===== config.mk =====
export PLATFORM = sky130hd
export DESIGN_NAME = fsc_host_ctrl
export DESIGN_NICKNAME = d
export VERILOG_FILES = /design/src/logic/fsc_pkg.sv /design/src/logic/fsc_cycle_if.sv /design/src/logic/fsc_bus_cycle.sv /design/src/logic/fsc_host_ctrl.sv
export SDC_FILE = /design/constraint.sdc
export NUM_CORES = 1
export LEC_CHECK = 0
export ABC_AREA = 1
export BUFFER_PORTS_ARGS = -buffer_cell sky130_fd_sc_hd__buf_2
export CELL_PAD_IN_SITES_DETAIL_PLACEMENT = 1
export CELL_PAD_IN_SITES_GLOBAL_PLACEMENT = 1
export CORE_ASPECT_RATIO = 0.75
export CORE_MARGIN = 5
export CORE_UTILIZATION = 43
export DETAILED_ROUTE_END_ITERATION = 8
export GPL_ROUTABILITY_DRIVEN = 0
export PLACE_DENSITY_LB_ADDON = 0.1
export SLEW_MARGIN = 40
export SYNTH_ARGS = -nofsm -noshare
export SYNTH_HDL_FRONTEND = slang
export SYNTH_HIERARCHICAL = 1
export SYNTH_SLANG_ARGS = --single-unit

===== constraint.sdc =====
create_clock -name core_clk -period 3.1 [get_ports core_clk]
set_clock_uncertainty 0.1 [all_clocks]
set_input_delay 0.465 -clock core_clk [delete_from_list [all_inputs] [get_ports core_clk]]
set_output_delay 0.465 -clock core_clk [all_outputs]
set_load 0.05 [all_outputs]

===== src/logic/fsc_pkg.sv =====
// Package of the flash command host: op codes, command bytes and timing.
// Assumes a 50 MHz core clock; all counts are derived from it.
package fsc_pkg;
    // Host operations offered on the command port
    typedef enum logic [3:0] {
        OP_READ     = 4'h0,
        OP_RESET    = 4'h1,
        OP_PROGRAM  = 4'h2,
        OP_CHIP_ER  = 4'h3,
        OP_SECT_ER  = 4'h4,
        OP_SUSPEND  = 4'h5,
        OP_RESUME   = 4'h6,
        OP_AUTOSEL  = 4'h7,
        OP_SECURED  = 4'h8,
        OP_BYP_ENT  = 4'h9,
        OP_BYP_PROG = 4'hA,
        OP_BYP_EXIT = 4'hB,
        OP_HW_RESET = 4'hC
    } fsc_op_t;

    // One bus cycle of a command sequence
    typedef struct packed {
        logic        isRead;
        logic        last;
        logic [21:0] addr;
        logic [7:0]  data;
    } fsc_step_t;

    localparam int          ADDR_W       = 22;
    localparam logic [21:0] ADDR_DC      = 22'h000000; // Don't-care address
    localparam logic [7:0]  CMD_UNLOCK1  = 8'hAA;
    localparam logic [7:0]  CMD_UNLOCK2  = 8'h55;
    localparam logic [7:0]  CMD_RESET    = 8'hF0;
    localparam logic [7:0]  CMD_PROG     = 8'hA0;
    localparam logic [7:0]  CMD_ERASE    = 8'h80;
    localparam logic [7:0]  CMD_CHIP     = 8'h10;
    localparam logic [7:0]  CMD_SECTOR   = 8'h30;
    localparam logic [7:0]  CMD_SUSPEND  = 8'hB0;
    localparam logic [7:0]  CMD_RESUME   = 8'h30;
    localparam logic [7:0]  CMD_AUTOSEL  = 8'h90;
    localparam logic [7:0]  CMD_SECURED  = 8'h88;
    localparam logic [7:0]  CMD_BYPASS   = 8'h20;
    localparam logic [7:0]  CMD_BYP_EXIT = 8'h90;
    localparam logic [7:0]  CMD_BYP_ZERO = 8'h00;

    // Timing, figures in their own unit, counts derived from the clock
    localparam int CLK_NS     = 20;
    localparam int WE_LOW_NS  = 60;   // Least write strobe width
    localparam int RD_ACC_NS  = 100;  // Least read access time
    localparam int SUSP_US    = 20;   // Longest suspend latency
    localparam int RST_LOW_NS = 500;  // Least hardware reset pulse
    localparam int SYNC_STG   = 2;
    localparam logic [10:0] WE_CYC =
        11'((WE_LOW_NS + CLK_NS - 1) / CLK_NS);
    localparam logic [10:0] RD_CYC =
        11'((RD_ACC_NS + CLK_NS - 1) / CLK_NS + SYNC_STG);
    localparam logic [10:0] SUSP_CYC =
        11'((SUSP_US * 1000 + CLK_NS - 1) / CLK_NS);
    localparam logic [10:0] RST_CYC =
        11'((RST_LOW_NS + CLK_NS - 1) / CLK_NS);
endpackage : fsc_pkg


===== src/logic/fsc_cycle_if.sv =====
// Interface carrying one bus-cycle request from sequencer to pin engine.
// Assumes both ends run on the same core clock.
`timescale 1ns/100ps
interface fsc_cycle_if;
    logic        reqValid;
    logic        reqRead;
    logic [21:0] reqAddr;
    logic [7:0]  reqData;
    logic        done;
    logic [7:0]  rdData;

    modport seq (output reqValid, reqRead, reqAddr, reqData,
                 input  done, rdData);
    modport eng (input  reqValid, reqRead, reqAddr, reqData,
                 output done, rdData);
endinterface : fsc_cycle_if


===== src/logic/fsc_bus_cycle.sv =====
// Pin engine: runs one asynchronous write or read cycle on the flash pins.
// Assumes one request at a time; a new one only after done.
`timescale 1ns/100ps
module fsc_bus_cycle
    import fsc_pkg::*;
(
    input  logic         core_clk,
    input  logic         rst,
    fsc_cycle_if.eng     cyc,
    output logic [21:0]  flashAddr,
    input  logic [7:0]   dqIn,
    output logic [7:0]   dqOut,
    output logic         dqOeN,
    output logic         ceN,
    output logic         weN,
    output logic         oeN
);
    typedef enum logic [1:0] {
        CY_IDLE = 2'b00, CY_SETUP = 2'b01, CY_STROBE = 2'b10, CY_RECOV = 2'b11
    } fsc_cyc_st_t;

    fsc_cyc_st_t st_q, st_d;
    logic [10:0] cnt_q, cnt_d;
    logic        rd_q, rd_d;
    logic [21:0] addr_q, addr_d;
    logic [7:0]  wd_q, wd_d, rdat_q, rdat_d;
    logic        ceN_d, weN_d, oeN_d, oeDq_d, done_d;
    logic        ceN_q, weN_q, oeN_q, dqOeN_q, done_q;
    logic [7:0]  sync1_q, sync2_q;

    // Data pins come from another timing world: two stages before use
    always_ff @(posedge core_clk or posedge rst) begin
        if (rst) begin
            sync1_q <= 8'h00;
            sync2_q <= 8'h00;
        end else begin
            sync1_q <= dqIn;
            sync2_q <= sync1_q;
        end
    end

    // Cycle sequencing: address set-up, strobe, then release and hold
    always_comb begin
        st_d = st_q; cnt_d = cnt_q; rd_d = rd_q; addr_d = addr_q;
        wd_d = wd_q; rdat_d = rdat_q; done_d = 1'b0;
        ceN_d = ceN_q; weN_d = weN_q; oeN_d = oeN_q; oeDq_d = dqOeN_q;
        case (st_q)
            CY_IDLE: begin
                if (cyc.reqValid) begin
                    rd_d   = cyc.reqRead;
                    addr_d = cyc.reqAddr;
                    wd_d   = cyc.reqData;
                    ceN_d  = 1'b0;
                    oeDq_d = cyc.reqRead; // Drive data only on writes
                    st_d   = CY_SETUP;
                end
            end
            CY_SETUP: begin
                weN_d = rd_q;
                oeN_d = ~rd_q;
                cnt_d = rd_q ? RD_CYC : WE_CYC;
                st_d  = CY_STROBE;
            end
            CY_STROBE: begin
                cnt_d = cnt_q - 11'h001;
                if (cnt_q == 11'h001) begin
                    // Sampled data already lags the pins by the sync depth
                    if (rd_q) rdat_d = sync2_q;
                    weN_d = 1'b1;
                    oeN_d = 1'b1;
                    st_d  = CY_RECOV;
                end
            end
            CY_RECOV: begin
                // Data held one cycle past the strobe edge, then released
                ceN_d  = 1'b1;
                oeDq_d = 1'b1;
                done_d = 1'b1;
                st_d   = CY_IDLE;
            end
            default: st_d = CY_IDLE;
        endcase
    end

    always_ff @(posedge core_clk or posedge rst) begin
        if (rst) begin
            st_q <= CY_IDLE; cnt_q <= 11'h000; rd_q <= 1'b0;
            addr_q <= 22'h000000; wd_q <= 8'h00; rdat_q <= 8'h00;
            ceN_q <= 1'b1; weN_q <= 1'b1; oeN_q <= 1'b1;
            dqOeN_q <= 1'b1; done_q <= 1'b0;
        end else begin
            st_q <= st_d; cnt_q <= cnt_d; rd_q <= rd_d;
            addr_q <= addr_d; wd_q <= wd_d; rdat_q <= rdat_d;
            ceN_q <= ceN_d; weN_q <= weN_d; oeN_q <= oeN_d;
            dqOeN_q <= oeDq_d; done_q <= done_d;
        end
    end

    assign flashAddr  = addr_q;
    assign dqOut      = wd_q;
    assign dqOeN      = dqOeN_q;
    assign ceN        = ceN_q;
    assign weN        = weN_q;
    assign oeN        = oeN_q;
    assign cyc.done   = done_q;
    assign cyc.rdData = rdat_q;
endmodule : fsc_bus_cycle


===== src/logic/fsc_host_ctrl.sv =====
// Host controller for a byte-wide parallel NOR flash: expands user
// operations into unlock and command cycles, waits out erase suspend.
// Assumes the flash pins are wired straight to the ports below.
//
// How it works
// - Suspend is one write of B0 at a don't-care address.
// - Resume is one write of 30 at any address.
// - Sequences open with AA, 55; a single F0 returns to array read.
// - Erase is AA,55,80,AA,55 then 10 chip or 30 at sector.
// - Autoselect is AA,55,90 at 0XXXXX, then a read at the offset.
// - Secured-region entry is AA, 55, 88.
// - Program is AA, 55, A0, then target address with byte.
// - Bypass: AA,55,20 to enter, A0 plus byte, 90 then 00 to leave.
`timescale 1ns/100ps
module fsc_host_ctrl
    import fsc_pkg::*;
(
    input  logic         core_clk,
    input  logic         rst,
    input  logic         cmdValid,
    input  logic [3:0]   cmdOp,
    input  logic [21:0]  cmdAddr,
    input  logic [7:0]   cmdData,
    output logic         cmdReady,
    output logic         rspValid,
    output logic         rspErr,
    output logic [7:0]   rspData,
    output logic         eraseSuspended,
    output logic         bypassActive,
    output logic [21:0]  flashAddr,
    input  logic [7:0]   dqIn,
    output logic [7:0]   dqOut,
    output logic         dqOeN,
    output logic         ceN,
    output logic         weN,
    output logic         oeN,
    output logic         flashRstN
);
    typedef enum logic [1:0] {
        HS_IDLE = 2'b00, HS_ISSUE = 2'b01, HS_WAIT = 2'b10, HS_DELAY = 2'b11
    } fsc_hst_st_t;

    fsc_cycle_if cyc ();

    fsc_hst_st_t st_q, st_d;
    fsc_op_t     op_q, op_d;
    logic [2:0]  idx_q, idx_d;
    logic [21:0] addr_q, addr_d;
    logic [7:0]  data_q, data_d, rdat_q, rdat_d;
    logic [10:0] cnt_q, cnt_d;
    logic        susp_q, susp_d, byp_q, byp_d;
    logic        ready_q, ready_d, rspV_q, rspV_d, err_q, err_d;
    logic        req_q, req_d, frst_q, frst_d;
    fsc_step_t   step;

    // One step of each command sequence; address don't-care drives zero
    function automatic fsc_step_t stepOf(fsc_op_t op, logic [2:0] i,
                                         logic [21:0] a, logic [7:0] d);
        fsc_step_t s;
        s = '{isRead: 1'b0, last: 1'b0, addr: ADDR_DC, data: CMD_UNLOCK1};
        if (i == 3'd1) s.data = CMD_UNLOCK2;
        case (op)
            OP_READ:    s = '{1'b1, 1'b1, a, 8'h00};
            OP_RESET:   s = '{1'b0, 1'b1, ADDR_DC, CMD_RESET};
            OP_SUSPEND: s = '{1'b0, 1'b1, ADDR_DC, CMD_SUSPEND};
            OP_RESUME:  s = '{1'b0, 1'b1, ADDR_DC, CMD_RESUME};
            OP_PROGRAM: begin
                if (i == 3'd2) s.data = CMD_PROG;
                if (i == 3'd3) s = '{1'b0, 1'b1, a, d};
            end
            OP_CHIP_ER, OP_SECT_ER: begin
                if (i == 3'd2) s.data = CMD_ERASE;
                if (i == 3'd4) s.data = CMD_UNLOCK2;
                if (i == 3'd5) begin
                    s.last = 1'b1;
                    s.data = (op == OP_CHIP_ER) ? CMD_CHIP : CMD_SECTOR;
                    s.addr = (op == OP_CHIP_ER) ? ADDR_DC : a;
                end
            end
            OP_AUTOSEL: begin
                if (i == 3'd2) s.data = CMD_AUTOSEL; // Top address bit zero
                if (i == 3'd3) s = '{1'b1, 1'b0, a, 8'h00};
                // Exit with reset; a suspended device stays suspended
                if (i == 3'd4) s = '{1'b0, 1'b1, ADDR_DC, CMD_RESET};
            end
            OP_SECURED: begin
                if (i == 3'd2) begin
                    s.data = CMD_SECURED;
                    s.last = 1'b1;
                end
            end
            OP_BYP_ENT: begin
                if (i == 3'd2) begin
                    s.data = CMD_BYPASS;
                    s.last = 1'b1;
                end
            end
            OP_BYP_PROG: s = (i == 3'd0) ? '{1'b0, 1'b0, ADDR_DC, CMD_PROG}
                                         : '{1'b0, 1'b1, a, d};
            OP_BYP_EXIT: s = (i == 3'd0)
                ? '{1'b0, 1'b0, ADDR_DC, CMD_BYP_EXIT}
                : '{1'b0, 1'b1, ADDR_DC, CMD_BYP_ZERO};
            default: s.last = 1'b1;
        endcase
        return s;
    endfunction : stepOf

    assign step = stepOf(op_q, idx_q, addr_q, data_q);

    // Sequencer: refuse what the device would not take, else issue cycles
    always_comb begin
        st_d = st_q; op_d = op_q; idx_d = idx_q; addr_d = addr_q;
        data_d = data_q; rdat_d = rdat_q; cnt_d = cnt_q;
        susp_d = susp_q; byp_d = byp_q; ready_d = ready_q;
        rspV_d = 1'b0; err_d = err_q; req_d = 1'b0; frst_d = frst_q;
        case (st_q)
            HS_IDLE: begin
                if (cmdValid && ready_q) begin
                    ready_d = 1'b0;
                    op_d    = fsc_op_t'(cmdOp);
                    addr_d  = cmdAddr;
                    data_d  = cmdData;
                    idx_d   = 3'd0;
                    err_d   = 1'b0;
                    if (cmdOp == OP_HW_RESET) begin
                        frst_d = 1'b0;
                        cnt_d  = RST_CYC;
                        st_d   = HS_DELAY;
                    end else if ((cmdOp == OP_RESUME && !susp_q) ||
                            (cmdOp > OP_HW_RESET) ||
                            (cmdOp == OP_BYP_PROG && !byp_q) ||
                            (byp_q && cmdOp != OP_BYP_PROG &&
                             cmdOp != OP_BYP_EXIT && cmdOp != OP_READ)) begin
                        // Would be discarded by the device; never sent
                        err_d   = 1'b1;
                        rspV_d  = 1'b1;
                        ready_d = 1'b1;
                    end else begin
                        st_d = HS_ISSUE;
                    end
                end
            end
            HS_ISSUE: begin
                req_d = 1'b1;
                st_d  = HS_WAIT;
            end
            HS_WAIT: begin
                if (cyc.done) begin
                    // Reads in erasing sectors simply return status bits
                    if (step.isRead) rdat_d = cyc.rdData;
                    if (!step.last) begin
                        idx_d = idx_q + 3'd1;
                        st_d  = HS_ISSUE;
                    end else if (op_q == OP_SUSPEND) begin
                        // Worst-case latency covers the time-out case too
                        cnt_d = SUSP_CYC;
                        st_d  = HS_DELAY;
                    end else begin
                        if (op_q == OP_RESUME) susp_d = 1'b0;
                        if (op_q == OP_BYP_ENT) byp_d = 1'b1;
                        if (op_q == OP_BYP_EXIT) byp_d = 1'b0;
                        rspV_d  = 1'b1;
                        ready_d = 1'b1;
                        st_d    = HS_IDLE;
                    end
                end
            end
            HS_DELAY: begin
                cnt_d = cnt_q - 11'h001;
                if (cnt_q == 11'h001) begin
                    if (op_q == OP_HW_RESET) begin
                        frst_d = 1'b1;
                        susp_d = 1'b0;
                        byp_d  = 1'b0;
                    end else begin
                        // Chip erase or program leaves the device busy
                        susp_d = 1'b1;
                    end
                    rspV_d  = 1'b1;
                    ready_d = 1'b1;
                    st_d    = HS_IDLE;
                end
            end
            default: st_d = HS_IDLE;
        endcase
    end

    always_ff @(posedge core_clk or posedge rst) begin
        if (rst) begin
            st_q <= HS_IDLE; op_q <= OP_READ; idx_q <= 3'd0;
            addr_q <= 22'h000000; data_q <= 8'h00; rdat_q <= 8'h00;
            cnt_q <= 11'h000; susp_q <= 1'b0; byp_q <= 1'b0;
            ready_q <= 1'b1; rspV_q <= 1'b0; err_q <= 1'b0;
            req_q <= 1'b0; frst_q <= 1'b1;
        end else begin
            st_q <= st_d; op_q <= op_d; idx_q <= idx_d;
            addr_q <= addr_d; data_q <= data_d; rdat_q <= rdat_d;
            cnt_q <= cnt_d; susp_q <= susp_d; byp_q <= byp_d;
            ready_q <= ready_d; rspV_q <= rspV_d; err_q <= err_d;
            req_q <= req_d; frst_q <= frst_d;
        end
    end

    // Step fields are steady while a cycle runs, since idx only moves on done
    assign cyc.reqValid = req_q;
    assign cyc.reqRead  = step.isRead;
    assign cyc.reqAddr  = step.addr;
    assign cyc.reqData  = step.data;

    fsc_bus_cycle u_cycle (
        .core_clk  (core_clk),
        .rst       (rst),
        .cyc       (cyc),
        .flashAddr (flashAddr),
        .dqIn      (dqIn),
        .dqOut     (dqOut),
        .dqOeN     (dqOeN),
        .ceN       (ceN),
        .weN       (weN),
        .oeN       (oeN)
    );

    assign cmdReady       = ready_q;
    assign rspValid       = rspV_q;
    assign rspErr         = err_q;
    assign rspData        = rdat_q;
    assign eraseSuspended = susp_q;
    assign bypassActive   = byp_q;
    assign flashRstN      = frst_q;
endmodule : fsc_host_ctrl


After elaboration in Yosys (flattened, before gate mapping)
Cells that the tools add are included.
{"block": "totals", "register_bits": 138, "input_bits": 45, "out_inout_bits": 48, "word_cells": 200}
{"block": "op_classes", "n_addsub": 3, "magnitude_cmp": 1, "eq_ne": 44, "n_mux": 86, "n_bitwise": 1, "n_reduce_logical": 38}
{"cell": "$pmux W22 S6", "count": 1}
{"cell": "$mux W31", "count": 4}
{"cell": "$pmux W8 S11", "count": 1}
{"cell": "$mux W32", "count": 2}
{"cell": "$mux W8", "count": 7}
{"cell": "$mux W11", "count": 5}
{"cell": "$mux W1", "count": 35}
{"cell": "$pmux W11 S3", "count": 1}
{"cell": "$eq A4 B4 Y1 const B", "count": 7}
{"cell": "$eq A11 B1 Y1 const B", "count": 2}
{"cell": "$mux W22", "count": 1}
{"cell": "$pmux W11 S2", "count": 1}
{"cell": "$sub A11 B1 Y11 const B", "count": 2}
{"cell": "$eq A4 B3 Y1 const B", "count": 5}
{"cell": "$ne A2 B2 Y1 const B", "count": 10}
{"cell": "$mux W2", "count": 9}
{"cell": "$reduce_and A6 Y1", "count": 3}
{"cell": "$pmux W2 S4", "count": 2}
{"cell": "$pmux W1 S2", "count": 7}
{"cell": "$mux W3", "count": 4}
{"cell": "$reduce_and A2 Y1", "count": 5}
{"cell": "$reduce_bool A2 Y1", "count": 5}
{"cell": "$eq A2 B2 Y1 const B", "count": 4}
{"cell": "$eq A4 B2 Y1 const B", "count": 2}
{"cell": "other kinds (29)", "count": 48}

Depth between registers and ports, before layout
Gate-level depths: netlist of run 1.
{"block": "logic_depth", "depth_word": 9, "ltp_mapped": 13, "mapped_depth_nobuf": 12}

Modules after synthesis
Netlist of run 1, hierarchy kept.
{"module": "fsc_host_ctrl", "instances": 1, "cells_per_inst": 542, "area_each_um2": 3923.8, "seq_area_each_um2": 1629.1}
{"module": "fsc_bus_cycle", "instances": 1, "cells_per_inst": 309, "area_each_um2": 2865.2, "seq_area_each_um2": 1831.8}

Least setup slack after synthesis of run 1
Ideal clock, no wire load.
{"block": "synth_path", "kind": "reg-to-reg", "startpoint": "register idx_q[0]", "endpoint": "register u_cycle.addr_q[0], in the netlist u_cycle/flashAddr[0]", "arrival_ns": 1.614, "slack_ns": 1.268, "path_stages_with_launch": 10, "path_buffers": 1, "cell_sequence": "dfrtp_1 ha_1 ha_1 inv_1 o22ai_2 nor3_4 buf_6 nor2_2 nand2_1 nand2_1"}
{"block": "synth_between", "elab_chain_cells": 4, "elab_cells_between_ends": 10}
{"item": "start, declared", "line_no": "fsc_host_ctrl.sv:47", "rtl": "logic [2:0] idx_q, idx_d;"}
{"item": "start signal, assigned", "line_no": "fsc_host_ctrl.sv:196", "rtl": "st_q <= st_d; op_q <= op_d; idx_q <= idx_d;"}
{"item": "$eq A3 B2 Y1", "line_no": "fsc_host_ctrl.sv:69, fsc_host_ctrl.sv:82"}
{"item": "$mux W32", "line_no": "fsc_host_ctrl.sv:82", "rtl": "if (i == 3'd3) s = '{1'b1, 1'b0, a, 8'h00};"}
{"item": "$mux W32", "line_no": "fsc_host_ctrl.sv:84", "rtl": "if (i == 3'd4) s = '{1'b0, 1'b1, ADDR_DC, CMD_RESET};"}
{"item": "$pmux W22 S6 *", "line_no": "fsc_host_ctrl.sv:62", "rtl": "case (op)"}
{"item": "via cyc.reqAddr[0]", "line_no": "fsc_cycle_if.sv:7", "rtl": "logic [21:0] reqAddr;"}
{"item": "end signal, assigned", "line_no": "fsc_bus_cycle.sv:93", "rtl": "addr_q <= addr_d; wd_q <= wd_d; rdat_q <= rdat_d;"}
{"item": "end, declared", "line_no": "fsc_bus_cycle.sv:25", "rtl": "logic [21:0] addr_q, addr_d;"}
The timed path passes the listed nets; every way through them passes the cells marked *.
A chain may end at the register's enable or synchronous reset.

Final worst setup path of run 1
{"block": "layout_path", "startpoint": "register idx_q[2]", "endpoint": "register u_cycle.addr_q[14], in the netlist u_cycle/flashAddr[14]"}
The elaborated chain is that of the path after synthesis.

==> results of run 1 <==
==> registers in the layout, summed over array words and instances (netlist names), 2 cells and up <==
signal	cells
addr_q	22
cnt_q	11
data_q	8
idx_q	3
op_q	4
rspData	8
st_q	2
u_cycle/cnt_q	11
u_cycle/cyc.rdData	8
u_cycle/dqOut	8
u_cycle/flashAddr	22
u_cycle/st_q	2
u_cycle/sync1_q	8
u_cycle/sync2_q	8
==> cell type report <==
| class | count | area (sq um) | area share, % |
|---|---|---|---|
| repair buffers | 100 | 539.3 | 6.713 |
| inverters | 103 | 386.6 | 4.813 |
| flip-flops and latches | 138 | 3461 | 43.08 |
| clock inverters | 14 | 148.9 | 1.854 |
| multi-input cells | 589 | 2801 | 34.88 |
| well taps | 205 | 256.5 | 3.193 |
| clock buffers | 18 | 439.2 | 5.467 |
==> cell families (layout without fill, tap and decap cells) <==
group	Yosys count	in the layout	synth area share, %
fa+ha+maj	12	12	2.212
xor+xnor	1	1	0.1290
compound gates	107	107	8.515
buf+inv	124	235	7.833
simple gates	469	469	30.34
flops	138	138	50.98
==> placed cells by master (no fill, tap or decap), drive strengths merged <==
cell type | synthesis | routed
a211oi | 4 | 4
a21boi | 1 | 1
a21oi | 18 | 18
a22oi | 1 | 1
a31oi | 3 | 3
buf | 16 | 99
bufinv | 0 | 1
clkbuf | 5 | 18
clkinv | 0 | 2
clkinvlp | 0 | 2
dfrtp | 132 | 132
dfstp | 6 | 6
dlygate4sd3 | 0 | 1
ha | 12 | 12
inv | 103 | 112
nand2 | 307 | 307
nand3 | 50 | 50
nand3b | 1 | 1
nand4 | 6 | 6
nor2 | 88 | 88
nor3 | 13 | 13
nor3b | 1 | 1
nor4 | 1 | 1
o2111ai | 1 | 1
o211ai | 1 | 1
o21a | 2 | 2
o21ai | 71 | 71
o22ai | 5 | 5
or2 | 2 | 2
xnor2 | 1 | 1
==> synth_stat cells, drive strengths merged <==
cell type / n / area (sq um)
ha: 12 / 150.1
nand4: 6 / 37.54
a31oi: 3 / 18.77
or2: 2 / 12.51
buf: 16 / 126.4
nor2: 88 / 415.4
o21a: 2 / 15.01
nor4: 1 / 6.260
nand3b: 1 / 7.510
nand2: 307 / 1212
a22oi: 1 / 7.510
o2111ai: 1 / 8.760
o21ai: 71 / 355.3
nor3: 13 / 87.58
nand3: 50 / 272.8
a211oi: 4 / 30.03
nor3b: 1 / 7.510
dfrtp: 132 / 3303
o211ai: 1 / 7.510
xnor2: 1 / 8.760
o22ai: 5 / 37.53
dfstp: 6 / 157.7
a21boi: 1 / 7.510
a21oi: 18 / 90.09
inv: 103 / 386.6
clkbuf: 5 / 18.77
==> through the flow <==
stage	util (%)	cell area, sq um	hold WS [ns]	total power, W
3_3_place_gp	48.34	7431	0.2368	0.006132
4_1_cts	52.26	8033	0.02620	0.008412
6_report	52.26	8033	0.04577	0.008354
3_5_place_dp	48.37	7435	0.2379	0.006303
5_1_grt	52.26	8033	0.02625	0.008941
2_1_floorplan	-	6789	0.2312	0.005393
==> worst max-delay path, cell delays in order, from the launching register on <==
cell,delay (ns)
dfrtp_1,0.44
inv_1,0.17
ha_1,0.34
inv_1,0.21
o22ai_2,0.54
nor3_4,0.03
buf_4,0.25
nor2_1,0.14
nand2_1,0.07
nand2_1,0.10
==> worst max-delay path by stage <==
stage                   from               endpoint  slack (ns)
floorplan                rst       u_cycle/cnt_q[0]        0.69
global placement    idx_q[0]  u_cycle/flashAddr[20]        0.84
detailed placement  idx_q[2]  u_cycle/flashAddr[14]        0.63
CTS                 idx_q[2]  u_cycle/flashAddr[14]        0.61
global route        idx_q[2]  u_cycle/flashAddr[16]        0.44
finish              idx_q[2]  u_cycle/flashAddr[14]        0.62
==> what timing repair did <==
item | in CTS | in global routing
endpoints found under the hold margin | 8 | 0
resized for setup | 0 | 0
hold buffers | 1 | 0
==> metal layers <==
| metal | vias to the layer above | track usage, % | wire [microns] |
|---|---|---|---|
| met4 | 0 | 7.281 | 285 |
| li1 | 2874 | - | - |
| met3 | 24 | 4.605 | 868 |
| met1 | 2961 | 30.38 | 9194 |
| met5 | - | 0 | 0 |
| met2 | 144 | 35.64 | 9300 |
==> where the power goes <==
part / total [W] / switching, W / internal (W)
sequential: 0.00282 / 0.000425 / 0.00240
combinational: 0.00348 / 0.00255 / 0.000938
clock: 0.00205 / 0.000888 / 0.00116
==> PnR_summary.wiki, run 1 <==
{| class="wikitable"
! Metric !! Value
|-
| Outcome || completed
|-
| FF-to-FF setup slack || 0.62 ns
|-
| Inserted Clock Buffers || 17
|-
| Type of the worst setup path || reg -> reg
|-
| Max clock buf depth || 2
|-
| Global-route wire length before repair || 32960 microns
|-
| Setup slack after layout || 0.6183 ns
|-
| Buffers inserted during post-CTS setup optimization || 0
|-
| Max Slew Vio Count || 0
|-
| Data required time at the worst endpoint || 3.36 ns
|-
| Synth Register Bits || 138
|-
| Via density per instance || 5.144
|-
| Classification of the worst-slack hold path || in -> reg
|-
| Port Buf Inserts || 92
|-
| Pin count of the biggest net entering global routing || 74
|-
| Tcrit/Tclk final || 80.06%
|-
| Minimum clock period after layout || 2.482 ns
|-
| Via count of the first global-routing pass || 6459
|-
| Height of the die || 118.8 microns
|-
| Start point of the worst hold path || dqIn[3]
|-
| Source-to-sink clock delay at the later pin of the worst-skew pair || 0.43 ns
|-
| Achievable Freq || 402.9 MHz
|-
| Number of warnings printed during yosys synthesis || 6
|-
| Count of unresolved DRC violations after routing || 0
|-
| Total track usage || 22.24%
|-
| WP data arrival || 2.74 ns
|-
| Setup Slack @ Placement || 0.6300 ns
|-
| Overall overflow remaining after global route || 0
|-
| Register-to-Register Path Depth || 9
|-
| Initial antenna violation count || 0
|-
| Critical Path Sink Type || flop
|-
| Layout area overhead || 18.32%
|-
| Core Box Area || 15370 sq um
|-
| Clock tree from TritonCTS || done
|-
| Ports || 93
|-
| Total nets after synthesis || 908
|-
| Diode insertion count for antenna repair || 0
|-
| Syn avg cell area || 7.978 sq um
|-
| Final Hold Fails || 0
|-
| Endpoint of the most critical register-to-register path || u_cycle/flashAddr[14]
|-
| Category of the worst setup path launch point || flop
|-
| Final sum of negative setup slack || 0 ns
|-
| Setup-failing EPs final || 0
|-
| Maximum vdd ir drop || 0.6850 mV
|-
| Fill cell instance count of the final layout || 1960
|-
| DRC violation total after the first TritonRoute iteration || 351
|-
| Hold Path Cell Cnt || 1
|-
| Sequential fraction of the synthesis area || 50.98%
|-
| Via count || 6003
|-
| WL per Instance || 16.84 microns
|-
| Die footprint || 18430 sq um
|-
| Top fanout value on the critical path || 22
|-
| Die width || 155.1 microns
|-
| Number of nets in the layout || 1006
|-
| Count of clock tree sinks || 138
|-
| Setup repair after global routing missed its margin || no
|-
| Startpoint of the worst-slack reg-to-reg timing path || idx_q[2]
|-
| Normalized max-slew margin || 54.13%
|-
| PwrDens || 1040 nW/um^2
|-
| Library cells used by synthesis || 38
|-
| Non-filler cells, final || 1167
|-
| Num rows || 39
|-
| H-Tree Depth || 4
|-
| Fraction of final layout cells with drive strength greater than 1 || 20.79%
|-
| Initial cell density of the core || 44.17%
|-
| Dpl hpwl || 13890 microns
|-
| Number of nets still failing antenna checks after routing || 0
|-
| Number of placed cells counting well taps || 1134
|-
| Transition time at the pin with the least slew margin || 0.6881 ns
|-
| Clock transition at path regs || 0.07 ns
|-
| Final WL || 19650 microns
|-
| Root buffer selected by CTS || clkbuf_16
|-
| Hold worst-path end || u_cycle/sync1_q[3]
|-
| Gate count after technology mapping || 851
|-
| Cell leakage power || 4.342 nW
|-
| Max cap viols || 0
|-
| Netlist Area Pre-Place || 6789 sq um
|-
| Iteration count of the initial detailed-routing pass || 5
|}
Note: power is estimated with default switching activity, not from simulation.
==> run 2: changes to the inputs <==
Settings changed: CORE_UTILIZATION 43 to 39.
Clock period 3.1 ns to 2.2 ns, I/O delays scaled along.
==> PnR_summary.wiki, run 2 (synthesis results as in run 1) <==
{| class="wikitable"
! Metric !! Value
|-
| Count of unresolved DRC violations after routing || 0 (unchanged)
|-
| Transition time at the pin with the least slew margin || 0.6047 ns (was 0.6881 ns)
|-
| Layout area overhead || 23.00% (was 18.32%)
|-
| Global-route wire length before repair || 34160 microns (was 32960 microns)
|-
| Diode insertion count for antenna repair || 0 (unchanged)
|-
| Tcrit/Tclk final || 97.71% (was 80.06%)
|-
| DRC violation total after the first TritonRoute iteration || 393 (was 351)
|-
| Clock transition at path regs || 0.07 ns (about the same)
|-
| Via density per instance || 4.969 (was 5.144)
|-
| Max clock buf depth || 2 (unchanged)
|-
| Port Buf Inserts || 92 (unchanged)
|-
| Via count of the first global-routing pass || 6621 (was 6459)
|-
| Post-route core utilization || 49.18% (was 52.26%)
|-
| Startpoint of the worst-slack reg-to-reg timing path || op_q[3] (was idx_q[2])
|-
| Fraction of final layout cells with drive strength greater than 1 || 21.80% (was 20.79%)
|-
| Die width || 162.4 microns (was 155.1 microns)
|-
| Cell leakage power || 4.456 nW (was 4.342 nW)
|-
| Fill cell instance count of the final layout || 2079 (was 1960)
|-
| Source-to-sink clock delay at the later pin of the worst-skew pair || 0.42 ns (was 0.43 ns)
|-
| Data required time at the worst endpoint || 2.41 ns (was 3.36 ns)
|-
| Num rows || 41 (was 39)
|-
| Outcome || completed (unchanged)
|-
| Total track usage || 20.98% (was 22.24%)
|-
| Normalized max-slew margin || 59.60% (was 54.13%)
|-
| Clock tree from TritonCTS || done (unchanged)
|-
| Iteration count of the initial detailed-routing pass || 4 (was 5)
|-
| Max Slew Vio Count || 0 (unchanged)
|-
| Classification of the worst-slack hold path || in -> reg (unchanged)
|-
| Root buffer selected by CTS || clkbuf_16 (unchanged)
|-
| Type of the worst setup path || reg -> reg (unchanged)
|-
| Hold Path Cell Cnt || 3 (was 1)
|-
| Initial cell density of the core || 39.98% (was 44.17%)
|-
| Commonest non-fill, non-tap cell in the layout || nand2_1 (unchanged)
|-
| Count of clock tree sinks || 138 (unchanged)
|-
| Maximum vdd ir drop || 0.9130 mV (was 0.6850 mV)
|-
| Number of nets in the layout || 1021 (was 1006)
|-
| Setup-failing EPs final || 0 (unchanged)
|-
| Final worst hold slack || 0.01728 ns (was 0.04577 ns)
|-
| Buffers inserted during post-CTS setup optimization || 0 (unchanged)
|-
| Number of nets still failing antenna checks after routing || 0 (unchanged)
|-
| FF-to-FF setup slack || 0.05 ns (was 0.62 ns)
|-
| Die footprint || 20170 sq um (was 18430 sq um)
|-
| Top fanout value on the critical path || 11 (was 22)
|-
| Overall overflow remaining after global route || 0 (unchanged)
|-
| Most frequent cells in the layout || nand2_1 (289), dfrtp_1 (132), buf_2 (92) (was nand2_1 (291), dfrtp_1 (132), buf_2 (92))
|-
| Critical Path Sink Type || flop (unchanged)
|-
| Dpl hpwl || 14600 microns (was 13890 microns)
|-
| Category of the worst setup path launch point || flop (unchanged)
|-
| PwrDens || 1465 nW/um^2 (was 1040 nW/um^2)
|-
| WL per Instance || 16.87 microns (was 16.84 microns)
|-
| Final Hold Fails || 0 (unchanged)
|-
| Max cap viols || 0 (unchanged)
|-
| Height of the die || 124.3 microns (was 118.8 microns)
|-
| Via count || 6027 (was 6003)
|-
| Initial antenna violation count || 1 (was 0)
|-
| Minimum clock period after layout || 2.150 ns (was 2.482 ns)
|-
| WP data arrival || 2.36 ns (was 2.74 ns)
|-
| Critical path startpoint || op_q[3] (was idx_q[2])
|-
| Ports || 93 (unchanged)
|-
| Achievable Freq || 465.2 MHz (was 402.9 MHz)
|-
| H-Tree Depth || 4 (unchanged)
|-
| Final WL || 20470 microns (was 19650 microns)
|-
| Core Box Area || 16980 sq um (was 15370 sq um)
|-
| Inserted Clock Buffers || 17 (unchanged)
|-
| Register-to-Register Path Depth || 10 (was 9)
|-
| Endpoint of the most critical register-to-register path || u_cycle/flashAddr[3] (was u_cycle/flashAddr[14])
|-
| Pin count of the biggest net entering global routing || 67 (was 74)
|-
| Last element of the critical path || u_cycle/flashAddr[3] (was u_cycle/flashAddr[14])
|}
[run 2: cell types whose count changed in the layout (fill, tap and decap cells not counted), sizes merged]
cell,change
clkinv,+1
bufinv,+3
dlygate4sd3,+10
clkbuf,+3
inv,-6
buf,+4
[run 2: metrics by stage]
step	power [W]	setup slack [ns]	cells	setup TNS [ns]	instance area, sq um
after floorplan	0.007599	0.1469	851	0	6793
after global placement	0.008781	0.2024	1169	0	7553
after detailed placement	0.008995	0.1412	1169	0	7553
after CTS	0.01230	0.08474	1212	0	8315
after global routing	0.01309	-0.002506	1213	-0.002506	8351
final	0.01223	0.05029	1213	0	8351
[run 2: how the worst min path moves through the flow]
stage / start / end / slack, ns
after floorplan: u_cycle/sync1_q[0] / u_cycle/sync2_q[0] / 0.23
after global placement: u_cycle/sync1_q[3] / u_cycle/sync2_q[3] / 0.24
after detailed placement: u_cycle/sync1_q[2] / u_cycle/sync2_q[2] / 0.24
after CTS: cmdData[0] / data_q[0] / 0.0004
after global routing: cmdAddr[0] / addr_q[0] / 0.006
final: cmdData[0] / data_q[0] / 0.02
[run 2: final cells by class]
cell class	instances	area, sq um	area share, %
well taps	236	295.3	3.536
flip-flops and latches	138	3461	41.44
multi-input cells	589	2811	33.67
inverters	103	390.4	4.675
clock inverters	12	185.2	2.218
clock buffers	20	466.7	5.589
repair buffers	115	740.7	8.870
[run 2: critical path: stages (launching register included)]
cell	delay [ns]
dfrtp_1	0.60
nor2_2	0.12
nand2_2	0.17
inv_2	0.08
nand2_1	0.14
nand2_2	0.09
nor3_4	0.34
clkbuf_16	0.25
nor2_1	0.05
nand2_1	0.07
nand2_1	0.05
[run 2: routing by layer]
metal / global-route usage [%] / up-vias / share of wire [%]
met4: 4.774 / 2 / 0.96
met2: 33.26 / 114 / 46
met1: 29.20 / 2987 / 48
met3: 5.028 / 20 / 4.5
met5: 0 / - / 0.034
li1: - / 2904 / -
[run 2: timing repair]
| action | in CTS | in global routing |
|---|---|---|
| endpoints found under the hold margin | 89 | 0 |
| resized for setup | 0 | 8 |
| endpoints found under the setup margin | 0 | 11 |
| hold buffers | 11 | 0 |
[run 2: report_power, final]
part | total (W) | internal, W | switching, W | leakage (nW)
registers | 0.00400 | 0.00338 | 0.000624 | 1.74
logic | 0.00505 | 0.00142 | 0.00362 | 2.40
clock network | 0.00318 | 0.00201 | 0.00117 | 0.318
total | 0.0122 | 0.00681 | 0.00542 | 4.46
==> run 3: changes to the inputs <==
Settings changed: BUFFER_PORTS_ARGS -buffer_cell sky130_fd_sc_hd__buf_2 to not set, CORE_ASPECT_RATIO 0.75 to 1.1, CORE_UTILIZATION 39 to 43, DONT_BUFFER_PORTS set to 1.
==> PnR_summary.wiki, run 3 (synthesis results as in run 1) <==
{| class="wikitable"
! Metric !! Value
|-
| Number of nets still failing antenna checks after routing || 0 (unchanged)
|-
| Most frequent cells in the layout || nand2_1 (291), dfrtp_1 (132), inv_1 (85) (was nand2_1 (289), dfrtp_1 (132), buf_2 (92))
|-
| Clock tree from TritonCTS || done (unchanged)
|-
| Post-route core utilization || 52.40% (was 49.18%)
|-
| Setup repair after global routing missed its margin || no
|-
| Source-to-sink clock delay at the later pin of the worst-skew pair || 0.42 ns (about the same)
|-
| Count of clock tree sinks || 138 (unchanged)
|-
| Final sum of negative setup slack || 0 ns (unchanged)
|-
| H-Tree Depth || 4 (unchanged)
|-
| Setup-failing EPs final || 0 (unchanged)
|-
| Via count || 5829 (was 6027)
|-
| Normalized max-slew margin || 59.94% (was 59.60%)
|-
| Dpl hpwl || 13910 microns (was 14600 microns)
|-
| Die width || 129.8 microns (was 162.4 microns)
|-
| Inserted Clock Buffers || 17 (unchanged)
|-
| Sequential cell area || 3461 sq um (unchanged)
|-
| WL per Instance || 17.25 microns (was 16.87 microns)
|-
| Delay of the slowest cell on the worst path || 0.41 ns (was 0.60 ns)
|-
| Via density per instance || 5.195 (was 4.969)
|-
| Critical Path Most Common Cell || nand2_1 (unchanged)
|-
| Via count of the first global-routing pass || 6534 (was 6621)
|-
| Transition time at the pin with the least slew margin || 0.6000 ns (was 0.6047 ns)
|-
| Most crowded layer after global routing || met2 (unchanged)
|-
| Ports || 93 (unchanged)
|-
| Tcrit/Tclk final || 94.61% (was 97.71%)
|-
| Final WL || 19360 microns (was 20470 microns)
|-
| Global-route wire length before repair || 32010 microns (was 34160 microns)
|-
| Non-filler cells, final || 1122 (was 1213)
|-
| Initial antenna violation count || 0 (was 1)
|-
| FF-to-FF setup slack || 0.12 ns (was 0.05 ns)
|-
| Max Slew Vio Count || 0 (unchanged)
|-
| PwrDens || 1458 nW/um^2 (was 1465 nW/um^2)
|-
| Total track usage || 22.04% (was 20.98%)
|-
| Minimum clock period after layout || 2.081 ns (was 2.150 ns)
|-
| Area occupied by multi-input gates || 2806 sq um (was 2811 sq um)
|-
| Routing usage on met1 || 24.67% (was 29.20%)
|-
| Critical path cell sequence || inv_1 -> ha_1 -> nand2_1 -> inv_2 -> nor2_1 -> nand3_1 -> o21ai_0 -> nor3_1 -> nand2_1 -> nand2_1 -> nand2_1 (was nor2_2 -> nand2_2 -> inv_2 -> nand2_1 -> nand2_2 -> nor3_4 -> clkbuf_16 -> nor2_1 -> nand2_1 -> nand2_1)
|-
| Startpoint of the worst-slack reg-to-reg timing path || idx_q[0] (was op_q[3])
|-
| Classification of the worst-slack hold path || in -> reg (unchanged)
|-
| Core Box Area || 15620 sq um (was 16980 sq um)
|-
| Met3 routing resource usage after global routing || 4.819% (was 5.028%)
|-
| CP bufs+invs || 2 (unchanged)
|-
| Cell family with the largest share of critical-path delay || simple AND/OR/NAND/NOR gates (unchanged)
|-
| Fill cell instance count of the final layout || 1905 (was 2079)
|-
| DRC violation total after the first TritonRoute iteration || 216 (was 393)
|-
| Fraction of final layout cells with drive strength greater than 1 || 13.03% (was 21.80%)
|-
| Count of unresolved DRC violations after routing || 0 (unchanged)
|-
| Category of the worst setup path launch point || flop (unchanged)
|-
| Critical Path Sink Type || flop (unchanged)
|-
| Pin count of the biggest net entering global routing || 43 (was 67)
|-
| Initial cell density of the core || 43.48% (was 39.98%)
|-
| Iteration count of the initial detailed-routing pass || 5 (was 4)
|-
| Number of nets in the layout || 965 (was 1021)
|-
| Met2 Track Usage GR || 40.16% (was 33.26%)
|-
| Achievable Freq || 480.5 MHz (was 465.2 MHz)
|-
| WP data arrival || 2.29 ns (was 2.36 ns)
|-
| Start point of the worst hold path || cmdOp[0] (was cmdData[0])
|-
| Maximum vdd ir drop || 0.5900 mV (was 0.9130 mV)
|-
| Data required time at the worst endpoint || 2.41 ns (about the same)
|-
| Max cap viols || 0 (unchanged)
|-
| Clock transition at path regs || 0.06 ns (was 0.07 ns)
|-
| Layout area overhead || 20.51% (was 23.00%)
|-
| Hold worst-path end || rspErr (was data_q[0])
|-
| Final worst hold slack || 0.1742 ns (was 0.01728 ns)
|-
| Cell leakage power || 4.189 nW (was 4.456 nW)
|-
| Layout Cell Area excl Fill || 8182 sq um (was 8351 sq um)
|-
| Slowest-stage cell, CP || dfrtp_1 (unchanged)
|-
| Port Buf Inserts || 0 (was 92)
|-
| Top fanout value on the critical path || 4 (was 11)
|-
| Num rows || 48 (was 41)
|-
| Endpoint of the most critical register-to-register path || u_cycle/dqOut[1] (was u_cycle/flashAddr[3])
|-
| Number of placed cells counting well taps || 1045 (was 1169)
|-
| Register-to-Register Path Depth || 11 (was 10)
|-
| Commonest non-fill, non-tap cell in the layout || nand2_1 (unchanged)
|-
| Overall overflow remaining after global route || 0 (unchanged)
|-
| Hold Path Cell Cnt || 5 (was 3)
|-
| Type of the worst setup path || reg -> reg (unchanged)
|-
| Max clock buf depth || 2 (unchanged)
|-
| Root buffer selected by CTS || clkbuf_16 (unchanged)
|-
| Outcome || completed (unchanged)
|-
| Final Hold Fails || 0 (unchanged)
|-
| Die footprint || 18400 sq um (was 20170 sq um)
|-
| Height of the die || 141.8 microns (was 124.3 microns)
|-
| Post-place instance area || 7066 sq um (was 7553 sq um)
|}
-- run 3: layout make-up --
class | instances | share of cell area (%)
clock inverters | 13 | 2.630
diodes | 1 | 0.03059
inverters | 103 | 4.771
clock buffers | 19 | 5.414
well taps | 200 | 3.059
repair buffers | 59 | 7.493
flip-flops and latches | 138 | 42.30
multi-input cells | 589 | 34.30
-- run 3: timing repair --
action                                  CTS  global route
endpoints found under the hold margin    89             1
endpoints found under the setup margin    0            26
buffers inserted                          0             0
gates resized for setup                   0             5
hold buffers                             42             1
-- run 3: power breakdown --
| group | leakage, nW | internal [W] | total (W) | switching [W] |
|---|---|---|---|---|
| registers | 1.74 | 0.00337 | 0.00496 | 0.00159 |
| clock network | 0.319 | 0.00206 | 0.00318 | 0.00113 |
| logic | 2.13 | 0.00124 | 0.00378 | 0.00255 |
-- run 3: worst max path at each step --
stage,from,end,depth (start not counted)
finish,idx_q[0],u_cycle/dqOut[1],11
global route,idx_q[1],u_cycle/dqOut[4],13
CTS,idx_q[0],u_cycle/dqOut[4],10
detailed placement,idx_q[0],u_cycle/dqOut[4],10
global placement,idx_q[0],u_cycle/dqOut[2],10
floorplan,rst,addr_q[0],1
-- run 3: stage by stage --
| step | setup WS [ns] | power (W) |
|---|---|---|
| floorplan | 0.1469 | 0.007599 |
| finish | 0.1187 | 0.01193 |
| global route | 0.007846 | 0.01271 |
| global placement | 0.2126 | 0.008453 |
| CTS | 0.06188 | 0.01202 |
| detailed placement | 0.1023 | 0.008687 |
-- run 3: tightest hold or removal path: cells and delay by family --
| kind | cells | cell delay (ns) |
|---|---|---|
| simple gates | 5 | 0.32 |
-- run 3: per-layer routing --
layer / share of wire (%) / vias up
li1: - / 2789
met1: 40 / 2881
met2: 54 / 124
met3: 3.8 / 35
met4: 2.8 / 0
met5: 0 / -
